`config.mk`:
```
export PLATFORM = sky130hd
export DESIGN_NAME = fzss_zone_select
export DESIGN_NICKNAME = d
export VERILOG_FILES = /design/src/fzss_pkg.sv /design/src/fzss_zone_select.sv /design/src/fzss_src_mux.sv
export SDC_FILE = /design/constraint.sdc
export NUM_CORES = 1
export LEC_CHECK = 0
export BUFFER_PORTS_ARGS = -buffer_cell sky130_fd_sc_hd__buf_4
export CAP_MARGIN = 20
export CORE_MARGIN = 8
export CORE_UTILIZATION = 50
export DETAILED_ROUTE_END_ITERATION = 6
export MAX_ROUTING_LAYER = met4
export PLACE_DENSITY = 0.82
export SYNTH_ARGS = -nofsm -noshare
export SYNTH_HDL_FRONTEND = slang
export SYNTH_SLANG_ARGS = --single-unit
```
`constraint.sdc`:
```
create_clock -name clk -period 5.4 [get_ports clk]
set_input_delay 1.08 -clock clk [delete_from_list [all_inputs] [get_ports clk]]
set_output_delay 1.08 -clock clk [all_outputs]
set_load 0.01 [all_outputs]
```
`src/fzss_pkg.sv`:
```
package fzss_pkg;
	// Register offsets on the device's internal register port
	localparam logic [7:0] REG_READING_BASE_OFS  = 8'h20;
	localparam logic [7:0] REG_READING_LAST_OFS  = 8'h29;
	localparam logic [7:0] REG_HOTTEST_OFS       = 8'h78;
	localparam logic [7:0] REG_SELECT_FIRST_OFS  = 8'h7C;
	localparam logic [7:0] REG_SELECT_SECOND_OFS = 8'h7D;

	// Field positions inside the selector registers
	localparam int SEL_HIGH_MSB = 7;
	localparam int SEL_HIGH_LSB = 4;
	localparam int SEL_LOW_MSB  = 3;
	localparam int SEL_LOW_LSB  = 0;

	// Reset values
	localparam logic [7:0] HOTTEST_RESET   = 8'h00;
	localparam logic [7:0] SELECT_RESET    = 8'h00;
	localparam logic [7:0] RD_DATA_RESET   = 8'h00;
	localparam logic [7:0] UNMAPPED_RD_VAL = 8'h00;

	// Selector codes
	localparam logic [3:0] SEL_CODE_HOTTEST = 4'h0;
	localparam logic [3:0] SEL_CODE_FIRST   = 4'h1;
	localparam logic [3:0] SEL_CODE_LAST    = 4'hA;

	// Number of remote readings and their width
	localparam int NUM_READINGS = 10;
	localparam int TEMP_W       = 8;
endpackage

```
`src/fzss_zone_select.sv`:
```
`timescale 1ns/1ps
// Summary of operation
// - Read-only register holds hottest remote reading
// - First selector bits 7:4 choose fan A
// - First selector bits 3:0 choose fan B
// - Second selector bits 7:4 choose fan C
// - Second selector bits 3:0 choose fan D
// - Code zero selects the hottest reading
// - Code n selects reading n
// - Code ten selects reading ten
// - Both selectors reset to zero
module fzss_zone_select #(
	parameter int N_RD = fzss_pkg::NUM_READINGS,
	parameter int TW   = fzss_pkg::TEMP_W
) (
	input  wire logic                    clk,
	input  wire logic                    arst_n,
	input  wire logic [7:0]              reg_addr,
	input  wire logic                    reg_wr_en,
	input  wire logic [7:0]              reg_wr_data,
	input  wire logic                    reg_rd_en,
	output logic      [7:0]              reg_rd_data,
	input  wire logic [N_RD-1:0][TW-1:0] temp_readings,
	output logic      [TW-1:0]           hottest_reading_field,
	output logic      [3:0]              fan_a_source_select,
	output logic      [3:0]              fan_b_source_select,
	output logic      [3:0]              fan_c_source_select,
	output logic      [3:0]              fan_d_source_select,
	output logic      [TW-1:0]           fan_a_temperature,
	output logic      [TW-1:0]           fan_b_temperature,
	output logic      [TW-1:0]           fan_c_temperature,
	output logic      [TW-1:0]           fan_d_temperature
);
	localparam int HALF_RD = N_RD / 2;

	logic [TW-1:0] hottest_reg;
	logic [TW-1:0] hottest_next;
	logic [TW-1:0] hottest_low;
	logic [TW-1:0] hottest_high;
	logic [3:0]    fan_a_sel_reg;
	logic [3:0]    fan_b_sel_reg;
	logic [3:0]    fan_c_sel_reg;
	logic [3:0]    fan_d_sel_reg;
	logic [7:0]    select_first_view;
	logic [7:0]    select_second_view;
	logic          first_wr_hit;
	logic          second_wr_hit;
	logic [3:0]    wr_high_field;
	logic [3:0]    wr_low_field;
	logic          rd_hit_hottest;
	logic          rd_hit_first;
	logic          rd_hit_second;
	logic          rd_hit_reading;
	logic [7:0]    rd_data_next;
	logic [3:0]    reading_idx;

	// Lower half of the readings; two half chains in parallel shorten the compare path
	always_comb begin
		hottest_low = temp_readings[0];
		for (int i = 1; i < HALF_RD; i++) begin
			if (temp_readings[i] > hottest_low) begin
				hottest_low = temp_readings[i];
			end
		end
	end

	// Upper half; readings come from this clock domain, so no synchroniser
	always_comb begin
		hottest_high = temp_readings[HALF_RD];
		for (int i = HALF_RD + 1; i < N_RD; i++) begin
			if (temp_readings[i] > hottest_high) begin
				hottest_high = temp_readings[i];
			end
		end
	end

	// Final pick; equal halves carry the same value, so the tie choice is free
	assign hottest_next = (hottest_high > hottest_low) ? hottest_high : hottest_low;

	// Hottest register is refreshed every cycle and has no write path
	always_ff @(posedge clk or negedge arst_n) begin
		if (!arst_n) begin
			hottest_reg <= fzss_pkg::HOTTEST_RESET;
		end else begin
			hottest_reg <= hottest_next;
		end
	end

	// Write address decode; any other offset, the hottest register too, is dropped
	assign first_wr_hit  = reg_wr_en && (reg_addr == fzss_pkg::REG_SELECT_FIRST_OFS);
	assign second_wr_hit = reg_wr_en && (reg_addr == fzss_pkg::REG_SELECT_SECOND_OFS);

	// Incoming byte split at the selector field boundary
	assign wr_high_field = reg_wr_data[fzss_pkg::SEL_HIGH_MSB:fzss_pkg::SEL_HIGH_LSB];
	assign wr_low_field  = reg_wr_data[fzss_pkg::SEL_LOW_MSB:fzss_pkg::SEL_LOW_LSB];

	// Fan A field; undefined codes are kept as written, only the mux treats them
	always_ff @(posedge clk or negedge arst_n) begin
		if (!arst_n) begin
			fan_a_sel_reg <=
				fzss_pkg::SELECT_RESET[fzss_pkg::SEL_HIGH_MSB:fzss_pkg::SEL_HIGH_LSB];
		end else if (first_wr_hit) begin
			fan_a_sel_reg <= wr_high_field;
		end
	end

	// Fan B field, lower half of the first selector
	always_ff @(posedge clk or negedge arst_n) begin
		if (!arst_n) begin
			fan_b_sel_reg <=
				fzss_pkg::SELECT_RESET[fzss_pkg::SEL_LOW_MSB:fzss_pkg::SEL_LOW_LSB];
		end else if (first_wr_hit) begin
			fan_b_sel_reg <= wr_low_field;
		end
	end

	// Fan C field, upper half of the second selector
	always_ff @(posedge clk or negedge arst_n) begin
		if (!arst_n) begin
			fan_c_sel_reg <=
				fzss_pkg::SELECT_RESET[fzss_pkg::SEL_HIGH_MSB:fzss_pkg::SEL_HIGH_LSB];
		end else if (second_wr_hit) begin
			fan_c_sel_reg <= wr_high_field;
		end
	end

	// Fan D field, lower half of the second selector
	always_ff @(posedge clk or negedge arst_n) begin
		if (!arst_n) begin
			fan_d_sel_reg <=
				fzss_pkg::SELECT_RESET[fzss_pkg::SEL_LOW_MSB:fzss_pkg::SEL_LOW_LSB];
		end else if (second_wr_hit) begin
			fan_d_sel_reg <= wr_low_field;
		end
	end

	// Byte view of the first selector for read-back, fields at their set positions
	always_comb begin
		select_first_view = 8'h00;
		select_first_view[fzss_pkg::SEL_HIGH_MSB:fzss_pkg::SEL_HIGH_LSB] = fan_a_sel_reg;
		select_first_view[fzss_pkg::SEL_LOW_MSB:fzss_pkg::SEL_LOW_LSB]   = fan_b_sel_reg;
	end

	// Byte view of the second selector
	always_comb begin
		select_second_view = 8'h00;
		select_second_view[fzss_pkg::SEL_HIGH_MSB:fzss_pkg::SEL_HIGH_LSB] = fan_c_sel_reg;
		select_second_view[fzss_pkg::SEL_LOW_MSB:fzss_pkg::SEL_LOW_LSB]   = fan_d_sel_reg;
	end

	// Selector fields and the hottest value leave straight from their flip-flops
	assign fan_a_source_select   = fan_a_sel_reg;
	assign fan_b_source_select   = fan_b_sel_reg;
	assign fan_c_source_select   = fan_c_sel_reg;
	assign fan_d_source_select   = fan_d_sel_reg;
	assign hottest_reading_field = hottest_reg;

	// Read address decode; reading mirrors let software see what each code routes
	assign rd_hit_hottest = (reg_addr == fzss_pkg::REG_HOTTEST_OFS);
	assign rd_hit_first   = (reg_addr == fzss_pkg::REG_SELECT_FIRST_OFS);
	assign rd_hit_second  = (reg_addr == fzss_pkg::REG_SELECT_SECOND_OFS);
	assign rd_hit_reading = (reg_addr >= fzss_pkg::REG_READING_BASE_OFS) &&
		(reg_addr <= fzss_pkg::REG_READING_LAST_OFS);
	assign reading_idx    = 4'(reg_addr - fzss_pkg::REG_READING_BASE_OFS);

	// Read multiplexer; unmapped offsets return a fixed value rather than stale data
	always_comb begin
		rd_data_next = fzss_pkg::UNMAPPED_RD_VAL;
		if (rd_hit_hottest) begin
			rd_data_next = 8'(hottest_reg);
		end else if (rd_hit_first) begin
			rd_data_next = select_first_view;
		end else if (rd_hit_second) begin
			rd_data_next = select_second_view;
		end else if (rd_hit_reading) begin
			rd_data_next = 8'(temp_readings[reading_idx]);
		end
	end

	// Read data held until the next read so the serial engine can shift it out
	always_ff @(posedge clk or negedge arst_n) begin
		if (!arst_n) begin
			reg_rd_data <= fzss_pkg::RD_DATA_RESET;
		end else if (reg_rd_en) begin
			reg_rd_data <= rd_data_next;
		end
	end

	// Fan A source mux; each fan gets its own copy so the fans never share a path
	fzss_src_mux #(.N_RD(N_RD), .TW(TW)) u_mux_a (
		.clk      (clk),
		.arst_n   (arst_n),
		.sel      (fan_a_source_select),
		.readings (temp_readings),
		.hottest  (hottest_reg),
		.fan_temp (fan_a_temperature)
	);

	// Fan B source mux
	fzss_src_mux #(.N_RD(N_RD), .TW(TW)) u_mux_b (
		.clk      (clk),
		.arst_n   (arst_n),
		.sel      (fan_b_source_select),
		.readings (temp_readings),
		.hottest  (hottest_reg),
		.fan_temp (fan_b_temperature)
	);

	// Fan C source mux
	fzss_src_mux #(.N_RD(N_RD), .TW(TW)) u_mux_c (
		.clk      (clk),
		.arst_n   (arst_n),
		.sel      (fan_c_source_select),
		.readings (temp_readings),
		.hottest  (hottest_reg),
		.fan_temp (fan_c_temperature)
	);

	// Fan D source mux
	fzss_src_mux #(.N_RD(N_RD), .TW(TW)) u_mux_d (
		.clk      (clk),
		.arst_n   (arst_n),
		.sel      (fan_d_source_select),
		.readings (temp_readings),
		.hottest  (hottest_reg),
		.fan_temp (fan_d_temperature)
	);
endmodule

```
`src/fzss_src_mux.sv`:
```
`timescale 1ns/1ps
// One fan's source choice: hottest reading or reading n, registered out
module fzss_src_mux #(
	parameter int N_RD = fzss_pkg::NUM_READINGS,
	parameter int TW   = fzss_pkg::TEMP_W
) (
	input  wire logic                    clk,
	input  wire logic                    arst_n,
	input  wire logic [3:0]              sel,
	input  wire logic [N_RD-1:0][TW-1:0] readings,
	input  wire logic [TW-1:0]           hottest,
	output logic      [TW-1:0]           fan_temp
);
	logic [TW-1:0] fan_temp_next;

	// Code 0 and the undefined codes above the last reading follow the hottest
	always_comb begin
		fan_temp_next = hottest;
		if (sel >= fzss_pkg::SEL_CODE_FIRST && sel <= fzss_pkg::SEL_CODE_LAST) begin
			fan_temp_next = readings[sel - fzss_pkg::SEL_CODE_FIRST];
		end
	end

	// Registered so the fan loop sees a glitch-free value
	always_ff @(posedge clk or negedge arst_n) begin
		if (!arst_n) begin
			fan_temp <= TW'(fzss_pkg::HOTTEST_RESET);
		end else begin
			fan_temp <= fan_temp_next;
		end
	end
endmodule

```
# [Yosys cells after proc, flatten, opt, wreduce, memory -nomap -nowiden]
# Cells that the tools add are included.
[op_classes] n_eq_ne=3 order_cmp=24 muxes=27 add_sub_neg=5 n_reduce_logical=7
[op_table] cell="two-way mux 8 bit" count=22
[op_table] cell="binary-select mux 8 bit (select 4 bit)" count=5
[op_table] cell="> comparator 8 bit" count=9
[op_table] cell="< comparator 4 x 5 -> 1 bit (second input constant)" count=5
[op_table] cell="== test 8 x 7 -> 1 bit (second input constant)" count=3
[op_table] cell="subtractor 4 x 1 -> 4 bit (second input constant)" count=5
[op_table] cell=">= comparator 4 x 1 -> 1 bit (second input constant)" count=4
[op_table] cell="less-or-equal comparator 4 bit (second input constant)" count=4
[op_table] cell=">= comparator 8 x 6 -> 1 bit (second input constant)" count=1
[op_table] cell="less-or-equal comparator 8 x 6 -> 1 bit (second input constant)" count=1
[op_table] cell="logical AND 1 bit" count=7
[word_totals] word_cells=76 regBits=64 input_bits=100 output_inout_bits=64

# [Depth between registers and ports, before layout]
[depth] word_depth=10 depth_mapped=48 depth_no_buf=47

# [Hierarchy]
# From an unflattened synthesis, not the netlist that was laid out.
[hier_totals] cells_unflattened=1006 area_unflattened_um2=9245.1
[by_module_without_submodules] module="fzss_zone_select" area_per_inst_um2=4971.0 cells_each=554 instances=1
[by_module_without_submodules] module="fzss_src_mux" area_per_inst_um2=1068.5 cells_each=113 instances=4

# [Worst setup path after synthesis]
# Ideal clock, no wire load.
[synth_path] path_type="input to register" from="in temp_readings[42] (netlist bit)" to="reg hottest_reg[0] (netlist: hottest_reading_field[0])" path_stages=46 path_buffers=2 slack_ns=-4.289 setup_ns=0.087 arrival_time_ns=9.602 cell_sequence="clkbuf_1 inv_1 ha_1 o211ai_2 a21o_1 a21oi_2 clkbuf_1 nor2_1 a21oi_1 ha_1 a41o_1 a221o_1 o31a_1 a221oi_4 mux2i_1 inv_1 ha_1 and4_1 [10 not listed] nor2b_1 o21ai_0 nand2_1 a32oi_1 o31ai_1 a211oi_4 mux2i_1 inv_1 ha_1 nor2b_1 o21a_1 o21ai_0 nand2b_1 a21oi_1 o21ai_0 o21ai_1 o21ai_0 o22ai_1"
[synth_via] elab_chain_len=10
[synth_lines] element="start, declared" line_no="fzss_zone_select.sv:23" source="input wire logic [N_RD-1:0][TW-1:0] temp_readings,"
[synth_lines] element="> comparator 8 bit" line_no="fzss_zone_select.sv:71" source="if (temp_readings[i] > hottest_high) begin"
[synth_lines] element="two-way mux 8 bit (*)" line_no="fzss_zone_select.sv:71"
[synth_lines] element="> comparator 8 bit" line_no="fzss_zone_select.sv:71"
[synth_lines] element="two-way mux 8 bit (*)" line_no="fzss_zone_select.sv:71"
[synth_lines] element="> comparator 8 bit" line_no="fzss_zone_select.sv:71"
[synth_lines] element="two-way mux 8 bit (*)" line_no="fzss_zone_select.sv:71"
[synth_lines] element="> comparator 8 bit" line_no="fzss_zone_select.sv:71"
[synth_lines] element="two-way mux 8 bit (*)" line_no="fzss_zone_select.sv:71"
[synth_lines] element="> comparator 8 bit" line_no="fzss_zone_select.sv:78" source="assign hottest_next = (hottest_high > hottest_low) ? hottest_high : hottest_low;"
[synth_lines] element="two-way mux 8 bit (*)" line_no="fzss_zone_select.sv:78"
[synth_lines] element="net hottest_next[0]" line_no="fzss_zone_select.sv:37" source="logic [TW-1:0] hottest_next;"
[synth_lines] element="end signal, assigned" line_no="fzss_zone_select.sv:83" source="hottest_reg <= fzss_pkg::HOTTEST_RESET;"
[synth_lines] element="end signal, assigned" line_no="fzss_zone_select.sv:85" source="hottest_reg <= hottest_next;"
[synth_lines] element="end, declared" line_no="fzss_zone_select.sv:36" source="logic [TW-1:0] hottest_reg;"
# Mark *: on every way through the listed nets, which the timed path passes. The rest lies on a longest branch.
# A chain may end at the register's enable or synchronous reset.

# [Worst setup path after layout]
[layout_path] from="in temp_readings[48] (netlist bit)" to="reg hottest_reg[3] (netlist: hottest_reading_field[3])"
# The elaborated chain is that of the path after synthesis.

==> flow_summary_export.csv <==
group,metric,value,unit
drt,wl_per_cell,24.8,um
logic_synthesis,avgSynthCellArea,9.99,um^2
timing,setup_viol,8,
setup_path,cp-end-kind,"flip-flop",
clock_tree,cts.sinks,64,
placement,post-place-ws,-4.08,ns
floorplan,fp-row-count,49,
pwr,power_switching,1.70,mW
clock_tree,cts_root_buffer,"clkbuf_16",
timing,final_max_slew_viol_count,0,
drt,via_per_inst,6.75,
clock_tree,insertion_delay,0.33,ns
logic_synthesis,synth_xor_area_share,0.980,%
timing,fin_crit,9.16,ns
logic_synthesis,async_reset_ff_share,100,%
placement,hpwl,26.7,mm
drt,drc,0,
setup_path,critical_path_class,"in2reg",
global_route,antenna_found_initial,1,
flow_run,cap_violations,0,
drt,drt_wl_total,37.0,mm
clock_tree,hold_buffers,0,
drt,first_pass_iters,6,
pwr,p_sw_share,41.7,%
floorplan,dieArea,22400,um^2
layout,fillerInstances,1101,
drt,vias,10100,
logic_synthesis,syn-num-nets,1069,
floorplan,start_util,50.4,%
setup_path,crit_top_cell,"a21oi_2",
pwr,clock_power_share,14.6,%
timing,hold_viol,0,
clock_tree,clk_pin_slew,0.06,ns
logic_synthesis,ys_seq_area_share,17.9,%
logic_synthesis,synth.distinct_cells,74,
clock_tree,cts_buffers,9,
placement,io_buffer_count,163,
setup_path,critical_path.slowest_cell,"a221o_1",
clock_tree,htree_levels,3,
logic_synthesis,synth-compound-area-share,19.7,%
floorplan,core_area,17700,um^2
setup_path,worstPathRequired,5.64,ns
timing,setup_slack,-3.76,ns
drt,drt-initial-drc-count,1608,
logic_synthesis,yosys_warnings,0,
setup_path,slowest_delay,0.37,ns
timing,maxSlewHeadroom,39.1,%
pwr,p_int,2.38,mW
layout,multi_input_area,7410,um^2
layout,syn_to_final_growth,45.6,%
pwr,sequentialPowerShare,18.1,%
placement,routabilityCongestion,1.05,
pwr,p_comb_share,67.3,%
global_route,grt_pass1_vias,9681,
logic_synthesis,synth-simple-area-share,8.99,%
layout,final_common_cell,"buf_4",
timing,tightest_slew,0.913,ns
floorplan,io_pins,164,
pwr,power,4.08,mW
pwr,p_leak,6.07,nW
drt,postRouteAntennaNets,0,
status,status,"finished, violations left",
setup_path,crit_fanout,7,
global_route,grt_max_degree,65,
global_route,grt_use_total,31.5,%
status,violations,"negative setup slack",
logic_synthesis,syn_inst,894,
timing,grt_setup_unrepaired,"yes",
global_route,grt_pass1_wl,53.6,mm
clock_tree,cts_tree,"built",
global_route,grt_overflow_total,0,
logic_synthesis,synth_top_flop_cell,"dfrtp_1",
floorplan,dieHeight,150,um
clock_tree,clk_path_buf_depth,2,
logic_synthesis,synth_edf_count,0,
layout,nNetsFinal,1431,
logic_synthesis,syn_area,8930,um^2
floorplan,dieWidth,150,um
logic_synthesis,synth_top_family_by_area,"multiplexers",
pwr,power_density,313,nW/um^2
layout,final_layout_size_suffix_gt1_share,50.3,%
logic_synthesis,synth_adder_area_share,10.5,%
timing,skew,0.00478,ns
setup_path,cp_data_arrival_time,9.41,ns
timing,timing.final.crit_share,170,%
placement,placed_cells,1428,
pwr,ir_drop,0.000270,V
layout,layout_common_cells,"392 x buf_4, 108 x mux2i_1, 80 x mux4_2, 62 x inv_1, 62 x dfrtp_1",
layout,layout.cells.non_filler,1491,
logic_synthesis,synth.mux.area_fraction,36.5,%
layout,regArea,1600,um^2
logic_synthesis,ys_ff_latch,64,
worst_hold_path,min_path_type,"reg2reg",
timing,fmax,109,MHz
setup_path,cp-start-kind,"input port",
==> power by group through the flow <==
| stage | clock network [mW] | registers (mW) | logic, mW |
|---|---|---|---|
| 2_1_floorplan | 0 | 0.720 | 1.24 |
| 3_3_place_gp | 0 | 0.736 | 2.16 |
| 3_5_place_dp | 0 | 0.741 | 2.22 |
| 4_1_cts | 0.602 | 0.734 | 2.41 |
| 5_1_grt | 0.617 | 0.747 | 2.88 |
| 6_report | 0.595 | 0.739 | 2.74 |
==> sequential cells by signal, summed over array words and instances, names as in the netlist, 8 cells and up <==
name and cells:
hottest_reading_field 8, reg_rd_data 8, u_mux_a.fan_temp 8, u_mux_b.fan_temp 8, u_mux_c.fan_temp 8, u_mux_d.fan_temp 8
==> layout make-up <==
cell class	instances	share of cell area, %
Inverter	75	2.30
Timing Repair Buffer	403	23.8
Multi-Input combinational cell	703	57.0
Sequential cell	64	12.3
Clock buffer	11	1.94
Tap cell	229	2.20
Clock inverter	5	0.423
Antenna cell	1	0.0192
==> synth_stat cells (all sizes together), types with 6 or more instances <==
cell type	number	share of area [%]
dfrtp	64	18
nor2b	10	0.70
clkbuf	47	2.0
xor2	9	0.88
o21a	38	3.2
a21o	8	0.67
mux2i	118	13
o22ai	10	0.70
nand3	12	0.67
mux2	25	3.2
inv	75	3.2
a21oi	54	3.1
nor2	38	1.7
nand4	10	0.77
ha	75	11
buf	6	0.25
o221ai	34	3.4
nor3	12	0.73
a22oi	9	0.81
nand2	43	1.8
mux4	80	20
and3	7	0.49
o21ai	36	2.1
==> path summary, 6_finish.rpt <==
path / startpoint / endpoint / slack, ns / depth (start not counted)
max in group asynchronous: arst_n / fan_c_source_select[0] / 4.03 / 1
setup reg to reg: fan_a_source_select[0] / u_mux_a.fan_temp[7] / 1.96 / 6
min in group asynchronous: arst_n / fan_a_source_select[3] / 0.82 / 1
setup / recovery: temp_readings[48] / hottest_reading_field[3] / -3.76 / 48
hold reg to reg: reg_rd_data[1] / reg_rd_data[1] / 0.53 / 2
hold / removal: reg_rd_data[1] / reg_rd_data[1] / 0.53 / 2
==> critical path, delay by kind of cell <==
family,cells,cell delay [ns]
AND/OR/NAND/NOR,10,1.10
buffers and inverters,10,1.31
multiplexers,4,1.19
adder cells (fa/ha/maj),5,1.30
AO/OA/AOI/OAI,19,3.40
==> cell families (layout without fill, tap and decap cells) <==
group,after synthesis,in the layout
adder cells (fa/ha/maj),75,75
buffers and inverters,128,494
other,0,1
XOR/XNOR,10,10
AND/OR/NAND/NOR,156,156
flip-flops,64,64
multiplexers,223,223
AO/OA/AOI/OAI,238,239
==> what timing repair did <==
item	in CTS	in global routing
cloned	2	0
pin swaps	31	26
buffers inserted	24	16
resized for setup	47	50
endpoints found under the setup margin	8	8
==> routing by layer <==
metal / vias up / share of wire (%) / wire length, um / track usage (%)
met5: - / 0 / 0 / -
met4: 0 / 6.7 / 2480 / 15.1
met2: 901 / 45 / 16500 / 48.5
met1: 4717 / 36 / 13400 / 38.4
met3: 222 / 13 / 4690 / 7.41
li1: 4226 / - / - / -
==> through the flow <==
stage | area (um^2) | setup TNS [ns] | utilization [%] | hold WS (ns)
after floorplan | 9110 | -27.96 | - | 0.554
after global placement | 11900 | -31.22 | 67.0 | 0.500
after detailed placement | 11900 | -32.45 | 67.0 | 0.510
after CTS | 12600 | -25.91 | 71.2 | 0.538
after global routing | 13000 | -31.67 | 73.4 | 0.568
final | 13000 | -29.68 | 73.4 | 0.533
Note: power is estimated with default switching activity, not from simulation.
